--- config.mk ---
export PLATFORM = sky130hd
export DESIGN_NAME = watchdog_config_guard
export DESIGN_NICKNAME = d
export VERILOG_FILES = /design/src/inc/wdt_guard_pkg.sv /design/src/watchdog_config_guard.sv
export SDC_FILE = /design/constraint.sdc
export NUM_CORES = 1
export LEC_CHECK = 0
export ABC_AREA = 0
export BUFFER_PORTS_ARGS = -buffer_cell sky130_fd_sc_hd__buf_2
export CORE_MARGIN = 4
export CORE_UTILIZATION = 36
export CTS_CLUSTER_DIAMETER = 50
export DETAILED_ROUTE_END_ITERATION = 12
export SETUP_SLACK_MARGIN = 0.02
export SYNTH_ARGS = -nofsm -noshare
export SYNTH_HDL_FRONTEND = slang
export SYNTH_SLANG_ARGS = --single-unit
--- constraint.sdc ---
create_clock -name clock -period 3.1 [get_ports clock]
set_input_delay 0.465 -clock clock [delete_from_list [all_inputs] [get_ports clock]]
set_output_delay 0.465 -clock clock [all_outputs]
set_load 0.01 [all_outputs]
--- src/inc/wdt_guard_pkg.sv ---
// shared constants and types for the watchdog configuration guard
package wdt_guard_pkg;

  // register map: a single control register
  localparam int              ADDR_W        = 2;
  localparam logic [1:0]      CTRL_OFFSET   = 2'h0;
  localparam int              DATA_W        = 8;

  // control register field positions
  localparam int              UNLOCK_BIT    = 4;
  localparam int              ON_BIT        = 3;
  localparam int              SEL_HI        = 2;
  localparam int              SEL_LO        = 0;

  // reset values
  localparam logic [2:0]      SEL_RESET     = 3'h0;
  localparam logic            ON_RESET      = 1'b0;
  localparam logic [7:0]      RDATA_RESET   = 8'h00;

  // unlock window length in system clock cycles
  localparam logic [2:0]      WINDOW_CYCLES = 3'h4;

  // watchdog oscillator counts; code 000 is the base, each step doubles
  localparam int              CNT_W         = 22;
  localparam logic [21:0]     TIMEOUT_BASE  = 22'h004000;

  // fuse levels as seen on the pins: programmed fuse reads zero
  localparam logic            FUSE_PROGRAMMED   = 1'b0;
  localparam logic            FUSE_UNPROGRAMMED = 1'b1;

  // safety levels
  typedef enum logic [1:0] {
    LEVEL0 = 2'b00,
    LEVEL1 = 2'b01,
    LEVEL2 = 2'b10
  } safety_level_t;

  localparam safety_level_t   LEVEL_RESET   = LEVEL1;

  // register bus request travelling as one bundle
  typedef struct packed {
    logic               wr;
    logic               rd;
    logic [ADDR_W-1:0]  addr;
    logic [DATA_W-1:0]  wdata;
  } bus_req_t;

  // control register fields as software sees them
  typedef struct packed {
    logic [2:0]         reserved;
    logic               unlock;
    logic               on;
    logic [2:0]         sel;
  } ctrl_t;

endpackage

--- src/watchdog_config_guard.sv ---
// watchdog control register with fuse-selected safety levels and counter
//
// Functional notes
// - unlock bit self-clears after four cycles
// - writing on bit enables; zero disables conditionally
// - clearing on bit ignored unless unlocked
// - zero to on within window disables
// - level two never disables the watchdog
// - select code picks doubling oscillator count
// - levels one, two: select changes need window
// - level zero: select writable any time
// - levels zero, one start disabled; enable freely
// - level one second write applies both
// - level two always runs, reads one
// - level two second write applies select only
// - two fuses decode to safety level
// - timeout gives one-cycle reset pulse
// - counter restarts on kick, disable, reset
//
// The implementer's own choices: the placing of the registers and strobed register access.
`timescale 1ns/10ps

module watchdog_config_guard #(
  parameter logic [21:0] BASE_TICKS = wdt_guard_pkg::TIMEOUT_BASE
) (
  input  wire  logic                  clock,
  input  wire  logic                  rstn,
  input  wire  wdt_guard_pkg::bus_req_t busReq,
  output logic [7:0]                  rdata,
  input  wire  logic                  compatFuseN,
  input  wire  logic                  alwaysOnFuseN,
  input  wire  logic                  wdtOscTick,
  input  wire  logic                  kickInstruction,
  output logic                        wdtResetPulse
);
  import wdt_guard_pkg::*;

  // timeout count for a select code, shortened by BASE_TICKS in simulation
  function automatic logic [CNT_W-1:0] timeoutLimit(input logic [2:0] sel);
    timeoutLimit = BASE_TICKS << sel;
  endfunction

  // fuse pair to safety level
  function automatic safety_level_t decodeLevel(input logic compatN,
                                                input logic alwaysN);
    if (alwaysN == FUSE_PROGRAMMED) begin
      decodeLevel = LEVEL2;
    end else if (compatN == FUSE_PROGRAMMED) begin
      decodeLevel = LEVEL0;
    end else begin
      decodeLevel = LEVEL1;
    end
  endfunction

  // ---------------------------------------------------------------
  // pin synchronisers: fuses and oscillator tick, three stages each
  logic [2:0]     compatSync_q, compatSync_d;
  logic [2:0]     alwaysSync_q, alwaysSync_d;
  logic [2:0]     tickSync_q, tickSync_d;
  logic           compatLvl_q, compatLvl_d;
  logic           alwaysLvl_q, alwaysLvl_d;
  logic           tickLvl_q, tickLvl_d;
  safety_level_t  level_q, level_d;
  logic           tickEdge;

  // a level only counts once stages two and three agree
  always_comb begin
    compatSync_d = {compatSync_q[1:0], compatFuseN};
    alwaysSync_d = {alwaysSync_q[1:0], alwaysOnFuseN};
    tickSync_d   = {tickSync_q[1:0], wdtOscTick};
    compatLvl_d  = compatLvl_q;
    alwaysLvl_d  = alwaysLvl_q;
    tickLvl_d    = tickLvl_q;
    if (compatSync_q[1] == compatSync_q[2]) begin
      compatLvl_d = compatSync_q[2];
    end
    if (alwaysSync_q[1] == alwaysSync_q[2]) begin
      alwaysLvl_d = alwaysSync_q[2];
    end
    if (tickSync_q[1] == tickSync_q[2]) begin
      tickLvl_d = tickSync_q[2];
    end
    level_d  = decodeLevel(compatLvl_q, alwaysLvl_q);
    tickEdge = tickLvl_d & ~tickLvl_q;
  end

  always_ff @(posedge clock) begin
    if (!rstn) begin
      compatSync_q <= {3{FUSE_UNPROGRAMMED}};
      alwaysSync_q <= {3{FUSE_UNPROGRAMMED}};
      tickSync_q   <= 3'h0;
      compatLvl_q  <= FUSE_UNPROGRAMMED;
      alwaysLvl_q  <= FUSE_UNPROGRAMMED;
      tickLvl_q    <= 1'b0;
      level_q      <= LEVEL_RESET;
    end else begin
      compatSync_q <= compatSync_d;
      alwaysSync_q <= alwaysSync_d;
      tickSync_q   <= tickSync_d;
      compatLvl_q  <= compatLvl_d;
      alwaysLvl_q  <= alwaysLvl_d;
      tickLvl_q    <= tickLvl_d;
      level_q      <= level_d;
    end
  end

  // ---------------------------------------------------------------
  // control register and unlock window
  logic [2:0]  windowCnt_q, windowCnt_d;
  logic        on_q, on_d;
  logic [2:0]  sel_q, sel_d;
  ctrl_t       wr;
  logic        ctrlWrite;
  logic        windowOpen;
  logic        openWrite;
  logic        effOn;

  always_comb begin
    wr          = ctrl_t'(busReq.wdata);
    ctrlWrite   = busReq.wr && (busReq.addr == CTRL_OFFSET);
    windowOpen  = (windowCnt_q != 3'h0);
    openWrite   = ctrlWrite && wr.unlock && wr.on;
    windowCnt_d = windowCnt_q;
    on_d        = on_q;
    sel_d       = sel_q;
    // count down; the unlock bit drops by itself after four cycles
    if (windowOpen) begin
      windowCnt_d = windowCnt_q - 3'h1;
    end
    if (openWrite) begin
      // opening write: on bit written one, so it always enables
      windowCnt_d = WINDOW_CYCLES;
      on_d        = 1'b1;
      if (level_q == LEVEL0) begin
        sel_d = wr.sel;
      end
    end else if (ctrlWrite) begin
      if (wr.on) begin
        on_d = 1'b1;
      end else if (windowOpen && level_q != LEVEL2) begin
        on_d = 1'b0;
      end
      if (level_q == LEVEL0 || windowOpen) begin
        sel_d = wr.sel;
      end
      // the second write of a sequence consumes the window
      if (windowOpen && !wr.unlock) begin
        windowCnt_d = 3'h0;
      end
    end
    effOn = on_q || (level_q == LEVEL2);
  end

  always_ff @(posedge clock) begin
    if (!rstn) begin
      windowCnt_q <= 3'h0;
      on_q        <= ON_RESET;
      sel_q       <= SEL_RESET;
    end else begin
      windowCnt_q <= windowCnt_d;
      on_q        <= on_d;
      sel_q       <= sel_d;
    end
  end

  // ---------------------------------------------------------------
  // watchdog counter over oscillator ticks
  logic [CNT_W-1:0] count_q, count_d;
  logic             resetPulse_q, resetPulse_d;

  // a kick or a disabled watchdog holds the count at zero
  always_comb begin
    count_d      = count_q;
    resetPulse_d = 1'b0;
    if (kickInstruction || !effOn) begin
      count_d = '0;
    end else if (tickEdge) begin
      if (count_q >= timeoutLimit(sel_q) - 22'h1) begin
        count_d      = '0;
        resetPulse_d = 1'b1;
      end else begin
        count_d = count_q + 22'h1;
      end
    end
  end

  always_ff @(posedge clock) begin
    if (!rstn) begin
      count_q      <= '0;
      resetPulse_q <= 1'b0;
    end else begin
      count_q      <= count_d;
      resetPulse_q <= resetPulse_d;
    end
  end

  assign wdtResetPulse = resetPulse_q;

  // ---------------------------------------------------------------
  // read port: data in the cycle after the strobe, zero otherwise
  logic [7:0] rdata_q, rdata_d;
  ctrl_t      rview;

  always_comb begin
    rview          = '0; // reserved bits read as zero
    rview.unlock   = windowOpen;
    rview.on       = effOn;
    rview.sel      = sel_q;
    rdata_d        = RDATA_RESET;
    if (busReq.rd && busReq.addr == CTRL_OFFSET) begin
      rdata_d = rview;
    end
  end

  always_ff @(posedge clock) begin
    if (!rstn) begin
      rdata_q <= RDATA_RESET;
    end else begin
      rdata_q <= rdata_d;
    end
  end

  assign rdata = rdata_q;
endmodule // watchdog_config_guard

==> results of run 1 <==
-- cells by family (layout without fill, tap and decap cells) --
logic type / Yosys count / in the layout / share of synthesized area [%]
DFF: 49 / 49 / 43.6
xor gates and xnor gates: 21 / 21 / 8.18
and+or+nand+nor: 112 / 112 / 28.9
buffers and inverters: 14 / 33 / 3.67
AOI/OAI and AO/OA: 27 / 27 / 6.90
other: 2 / 4 / 0.334
muxes: 5 / 5 / 2.23
adders and majority gates: 11 / 11 / 6.12
-- per-stage QoR --
| stage | cell area (sq um) | hold WS (ns) | power, mW |
|---|---|---|---|
| finish | 2500 | 0.337 | 1.26 |
| global route | 2500 | 0.326 | 1.34 |
| detailed placement | 2390 | 0.402 | 0.829 |
| global placement | 2390 | 0.391 | 0.826 |
| CTS | 2500 | 0.327 | 1.29 |
| floorplan | 2260 | 0.386 | 0.799 |
-- where the power goes --
group / internal [mW] / total (mW) / leakage, nW / switching, mW
clock network: 0.241 / 0.452 / 0.0543 / 0.211
registers: 0.653 / 0.668 / 0.397 / 0.0140
logic: 0.0671 / 0.144 / 0.445 / 0.0768
total: 0.962 / 1.26 / 0.897 / 0.302
-- cells in the final DEF, fill, tap and decap left out, drive strengths merged --
cell,count
dfxtp,49
nor2,40
buf,20
nand2,16
xnor2,14
ha,11
a21oi,11
nand3,11
o21ai,9
and2,8
nor2b,7
nand2b,7
xor2,7
nand4,7
inv,5
nor3,5
mux2i,5
clkbuf,5
conb,4
and4,4
a21boi,2
o31ai,2
nor4,2
o21a,1
a211oi,1
and3b,1
nand4b,1
a31oi,1
or4,1
nor3b,1
and3,1
clkinvlp,1
clkinv,1
bufinv,1
-- worst max-delay path by stage --
| stage | start | endpoint | slack [ns] | cells past startpoint |
|---|---|---|---|---|
| after floorplan | sel_q[2] | count_q[10] | 1.34 | 9 |
| after global placement | sel_q[2] | count_q[20] | 0.99 | 7 |
| after detailed placement | sel_q[2] | count_q[20] | 0.98 | 7 |
| after CTS | sel_q[2] | count_q[20] | 0.94 | 7 |
| after global routing | sel_q[2] | count_q[5] | 0.74 | 7 |
| final | sel_q[2] | count_q[20] | 0.96 | 7 |
-- sequential cells by signal, summed over array words and instances, names as in the netlist --
signal / cells
alwaysLvl_q: 1
windowCnt_q: 3
level_q: 2
wdtResetPulse: 1
sel_q: 3
tickSync_q: 3
compatLvl_q: 1
on_q: 1
count_q: 22
alwaysSync_q: 3
rdata: 5
tickLvl_q: 1
compatSync_q: 3
-- per-layer routing --
metal / GRT usage [%] / vias to the layer above / wire (um)
li1: - / 847 / -
met1: 13.4 / 721 / 1820
met2: 17.3 / 15 / 1710
met3: 2.27 / 4 / 88
met4: 4.67 / 0 / 61
met5: 0 / - / 0
-- layout make-up --
class	instances	area [sq um]
Fill cell	607	3490
Multi-Input combinational cell	180	1190
Sequential cell	49	981
Timing Repair Buffer	20	100
Tap cell	75	93.8
Clock buffer	5	68.8
Clock inverter	3	46.3
Inverter	5	18.8
==> results_dict.tcl, run 1 <==
set metrics [dict create \
    cp-end-kind "flip-flop" \
    rows 28 \
    finalSetupViolCount 0 \
    worstPathBufferInverterCount 1 \
    place_congestion 0.692 \
    syn_to_final_growth_pct 11.2 \
    min_from "compatFuseN" \
    hold_end "compatSync_q[0]" \
    h-tree-depth 2 \
    cts_root_buf "clkbuf_8" \
    arrival_ns 2.36 \
    synth.most_common_cell "dfxtp_1" \
    yosys-top-cells-area "dfxtp_1 44%, ha_1 6.1%, nor2_1 5.8%" \
    cts_tree "done" \
    synthCells 241 \
    die-area_sq_mm 0.00757 \
    antenna_found_initial 0 \
    port-buffer-count 20 \
    p_per_area_mw_per_mm2 505 \
    cap_violations 0 \
    hold_viol 0 \
    nNetsFinal 290 \
    power.leakage_nw 0.897 \
    ff2ff_setup_slack_ns 0.96 \
    hpwl_um 2790 \
    overflow 0 \
    min_delay_path_depth 2 \
    ios 27 \
    slew_headroom_pct 64.8 \
    r2r_start "sel_q[2]" \
    clockBufferDepth 2 \
    post_cts_buffers 0 \
    worstMarginPinSlew_ns 0.528 \
    slowest_stage "dfxtp_1" \
    start_util_pct 37.5 \
    finalSetupTns_ns 0 \
    worst_r2r_endpoint "count_q[20]" \
    slew_violations 0 \
    grtUsageTotal_pct 10.6 \
    syn_area_per_cell_sq_um 9.33 \
    clk_pin_slew_ns 0.09 \
    irDropWorstVdd_v 0.000225 \
    postCtsHoldBufs 0 \
    dp_slack_ns 0.976 \
    skew_ns 0.0101 \
    postLayoutSetupSlackWorst_ns 0.963 \
    drive_gt1_share_pct 17.6 \
    post_cts_resized 0 \
    ys_async_sr_fraction_pct 0 \
    grt_max_degree 24 \
    grt_pass1_vias 1502 \
    drtIter0Drc 59 \
    yosys_warnings 0 \
    fp.coreArea_sq_mm 0.00599 \
    rsz0062_at_grt "false" \
    drc_errors 0 \
    final_cells 337 \
    rr_worst_depth 7 \
    yosysTopAreaCell "dfxtp_1" \
    max_freq_mhz 468 \
    wl_per_cell_um 10.9 \
    finalCriticalPeriod_ns 2.14 \
    ys_seq_elements 49 \
    diodes 0 \
    final_antenna_net_count 0 \
    max_stage_delay_ns 0.46 \
    status "completed" \
    clock_latency_ns 0.30 \
    fin_crit_sh_pct 68.9 \
    syn_area_sq_mm 0.00225 \
    grt_pass1_wl_um 6490 \
    wirelength_um 3680 \
    synth.top_cell.area_share_pct 43.6 \
    crit_path_max_fanout 22 \
    dp_cells 329 \
    vias_per_cell 4.71 \
    worstSetupStartpointType "flip-flop" \
    min_path_type "in -> reg" \
    die_h_um 87.0 \
    critPathKind "reg -> reg" \
    path_cells "inv_1 -> ha_1 -> a21oi_1 -> o21ai_0 -> a21oi_1 -> nand3_2 -> a21oi_2" \
    synth_edf_count 0 \
    synth-seq-area-share_pct 43.6 \
    vias 1587 \
    utilization_pct 41.8 \
    cts.sinks 49 \
    yosys-top-cells-count "49 x dfxtp_1, 35 x nor2_1, 16 x nand2_1, 14 x xnor2_1, 11 x ha_1" \
    ys_types 41 \
    firstDrtPassIters 4 \
    cp_common_cell "a21oi_1" \
    cts_buffers 5 \
    cp_data_required_time_ns 3.33 \
    chipWidth_um 87.0 \
    synthFlopType "dfxtp_1" \
    critical-path-top-delay-family "compound AO/OA/AOI/OAI gates" \
]
Note: power is estimated with default switching activity, not from simulation.
==> run 2, diff against run 1 <==
--- a/config.mk
+++ b/config.mk
@@ -5,7 +5,7 @@
 export SDC_FILE = /design/constraint.sdc
 export NUM_CORES = 1
 export LEC_CHECK = 0
-export ABC_AREA = 0
+export ABC_AREA = 1
 export BUFFER_PORTS_ARGS = -buffer_cell sky130_fd_sc_hd__buf_2
 export CORE_MARGIN = 4
 export CORE_UTILIZATION = 36
==> constraint.sdc (replaced) <==
create_clock -name clock -period 1.8 [get_ports clock]
set_input_delay 0.27 -clock clock [delete_from_list [all_inputs] [get_ports clock]]
set_output_delay 0.27 -clock clock [all_outputs]
set_load 0.01 [all_outputs]
==> results_dict.tcl, run 2 <==
set metrics [dict create \
    status "completed" \
    drc_errors 0 \
    yosys-top-cells-count "85 x nand2_1, 58 x nor2_1, 49 x dfxtp_1, 44 x inv_1, 22 x nand3_1" \
    utilization_pct 46.3 \
    h-tree-depth 2 \
    ys_types 27 \
    skew_ns 0.00928 \
    final_cells 460 \
    critPathKind "reg -> reg" \
    start_util_pct 37.7 \
    ios 27 \
    finalCriticalPeriod_ns 1.72 \
    cts_buffers 5 \
    arrival_ns 1.93 \
    mostFrequentLayoutCells "80 x nand2_1, 46 x dfxtp_1, 44 x inv_1, 40 x nor2_1" \
    synthFlopType "dfxtp_1" \
    drive_gt1_share_pct 25.1 \
    irDropWorstVdd_v 0.000440 \
    clockBufferDepth 2 \
    syn_area_sq_mm 0.00243 \
    fill_cells 671 \
    vias_per_cell 4.65 \
    die_h_um 90.2 \
    min_path_type "in -> reg" \
    cap_violations 0 \
    cp_data_required_time_ns 2.01 \
    nNetsFinal 411 \
    finalSetupViolCount 0 \
    worstSetupStartpointType "flip-flop" \
    dp_cells 448 \
    chipWidth_um 90.2 \
    ys_async_sr_fraction_pct 0 \
    grt_pass1_vias 1919 \
    netSwitchingPower_mw 0.606 \
    clockPowerShare_pct 32.0 \
    cts.sinks 49 \
    overflow 0 \
    crit_path_max_fanout 8 \
    wl_per_cell_um 10.6 \
    synth.most_common_cell "nand2_1" \
    largest_register_ffs 22 \
    seq_power_share_pct 53.1 \
    diodes 0 \
    wirelength_um 4860 \
    final_common_cell "nand2_1" \
    rsz0062_at_grt "true" \
    cp-end-kind "flip-flop" \
    fp.coreArea_sq_mm 0.00646 \
    cts_tree "done" \
    place_congestion 0.789 \
    max_freq_mhz 581 \
    slew_violations 0 \
    comb_power_share_pct 14.9 \
    intPower_mw 1.58 \
    cts_root_buf "clkbuf_8" \
    yosysTopAreaCell "dfxtp_1" \
    yosys-top-cells-area "dfxtp_1 40%, nand2_1 13%, nor2_1 9.0%" \
    clock_latency_ns 0.31 \
    vias 2137 \
    hpwl_um 3450 \
    final_antenna_net_count 0 \
    grtUsageTotal_pct 11.3 \
    clk_pin_slew_ns 0.10 \
    synthCells 344 \
    synth-seq-area-share_pct 40.3 \
    yosys_warnings 0 \
    synth.top_cell.area_share_pct 40.3 \
    drtIter0Drc 97 \
    p_per_area_mw_per_mm2 731 \
    whs_ns 0.139 \
    ys_seq_elements 49 \
    grt_pass1_wl_um 7910 \
    switching_share_pct 27.7 \
    die-area_sq_mm 0.00814 \
    rows 29 \
    largest_register "count_q" \
    firstDrtPassIters 5 \
    synth_edf_count 0 \
    ff2ff_setup_slack_ns 0.08 \
    syn_area_per_cell_sq_um 7.07 \
    port-buffer-count 20 \
    syn_to_final_growth_pct 23.0 \
    antenna_found_initial 0 \
    fin_crit_sh_pct 95.6 \
    power.leakage_nw 1.23 \
    grt_max_degree 22 \
    hold_viol 0 \
]
==> run 2: changes by cell type in the layout (fill, tap and decap cells not counted), moves of 4 or more <==
cell      previous run  this run
inv_1                5        44
buf_4                0        14
nor2_2               5        21
nand3_1              8        21
nor2_1              35        40
mux2i_1              5         1
nor2b_1              7         0
xnor2_1             14         3
nand2_1             16        80
o21ai_0              9         5
or2_2                0         6
nand2_2              0         5
and2_1               8         0
nand2b_1             7         0
==> run 2: timing repair <==
| item | CTS | global route |
|---|---|---|
| pin swaps | 0 | 8 |
| gates cloned | 0 | 3 |
| endpoints found under the setup margin | 21 | 23 |
| setup buffers | 0 | 1 |
| hold buffers | 0 | 0 |
| gates resized for setup | 4 | 35 |
==> run 2: routing by layer <==
metal / GRT usage, % / routed length [um] / up-vias / share of wire (%)
met1: 14.3 / 2320 / 946 / 48
met2: 19.7 / 2260 / 42 / 46
met3: 2.34 / 185 / 12 / 3.8
met5: 0 / 0 / - / 0
li1: - / - / 1137 / -
met4: 2.68 / 103 / 0 / 2.1
==> run 2: cell families (layout without fill, tap and decap cells) <==
group / after synthesis / in the layout / share of synthesized area, %
AOI/OAI and AO/OA: 18 / 18 / 3.81
buffers and inverters: 53 / 90 / 9.31
DFF: 49 / 49 / 40.3
xor gates and xnor gates: 12 / 12 / 4.32
adders and majority gates: 11 / 11 / 5.66
and+or+nand+nor: 198 / 198 / 35.9
muxes: 1 / 1 / 0.412
other: 2 / 4 / 0.309
==> run 2: worst paths after layout <==
path	to	cells past startpoint	start
max	count_q[4]	12	sel_q[2]
min	compatSync_q[0]	2	compatFuseN
max reg2reg	count_q[4]	12	sel_q[2]
min reg2reg	tickSync_q[1]	2	tickSync_q[0]
==> run 2: power groups by stage <==
stage               Clock (mW)  Sequential (mW)  Combinational, mW
finish                   0.701             1.16              0.326
global route             0.766             1.17              0.390
CTS                      0.728             1.16              0.319
detailed placement           0             1.18              0.317
global placement             0             1.18              0.310
floorplan                    0             1.18              0.229
==> run 2: metrics by stage <==
stage	TNS, ns	cell area [sq um]	power, mW	setup slack [ns]
2_1_floorplan	0	2440	1.40	0.0294
3_3_place_gp	-0.204	2690	1.49	-0.0134
3_5_place_dp	-1.08	2690	1.50	-0.0574
4_1_cts	0	2800	2.21	0.0260
5_1_grt	-0.756	2990	2.32	-0.0563
6_report	0	2990	2.19	0.0800
==> run 2: final cells by class <==
cell class                      count  area (sq um)  share of cell area (%)
Multi-Input combinational cell    244          1350                    45.3
Sequential cell                    49           992                    33.2
Timing Repair Buffer               38           287                    9.58
Inverter                           44           165                    5.52
Tap cell                           77          96.3                    3.22
Clock buffer                        5          68.8                    2.30
Clock inverter                      3          28.8                   0.962
==> run 2: worst max-delay path, cell delays in order, from the launching register on <==
cell and delay (ns):
dfxtp_4 0.42, inv_1 0.10, ha_4 0.27, nand2_1 0.06, nor2_1 0.10, nand2_1 0.06
nor2_1 0.08, nand2_1 0.05, nand2_1 0.07, nand2_2 0.07, nand2_4 0.13, clkbuf_16 0.17
nor2_1 0.04
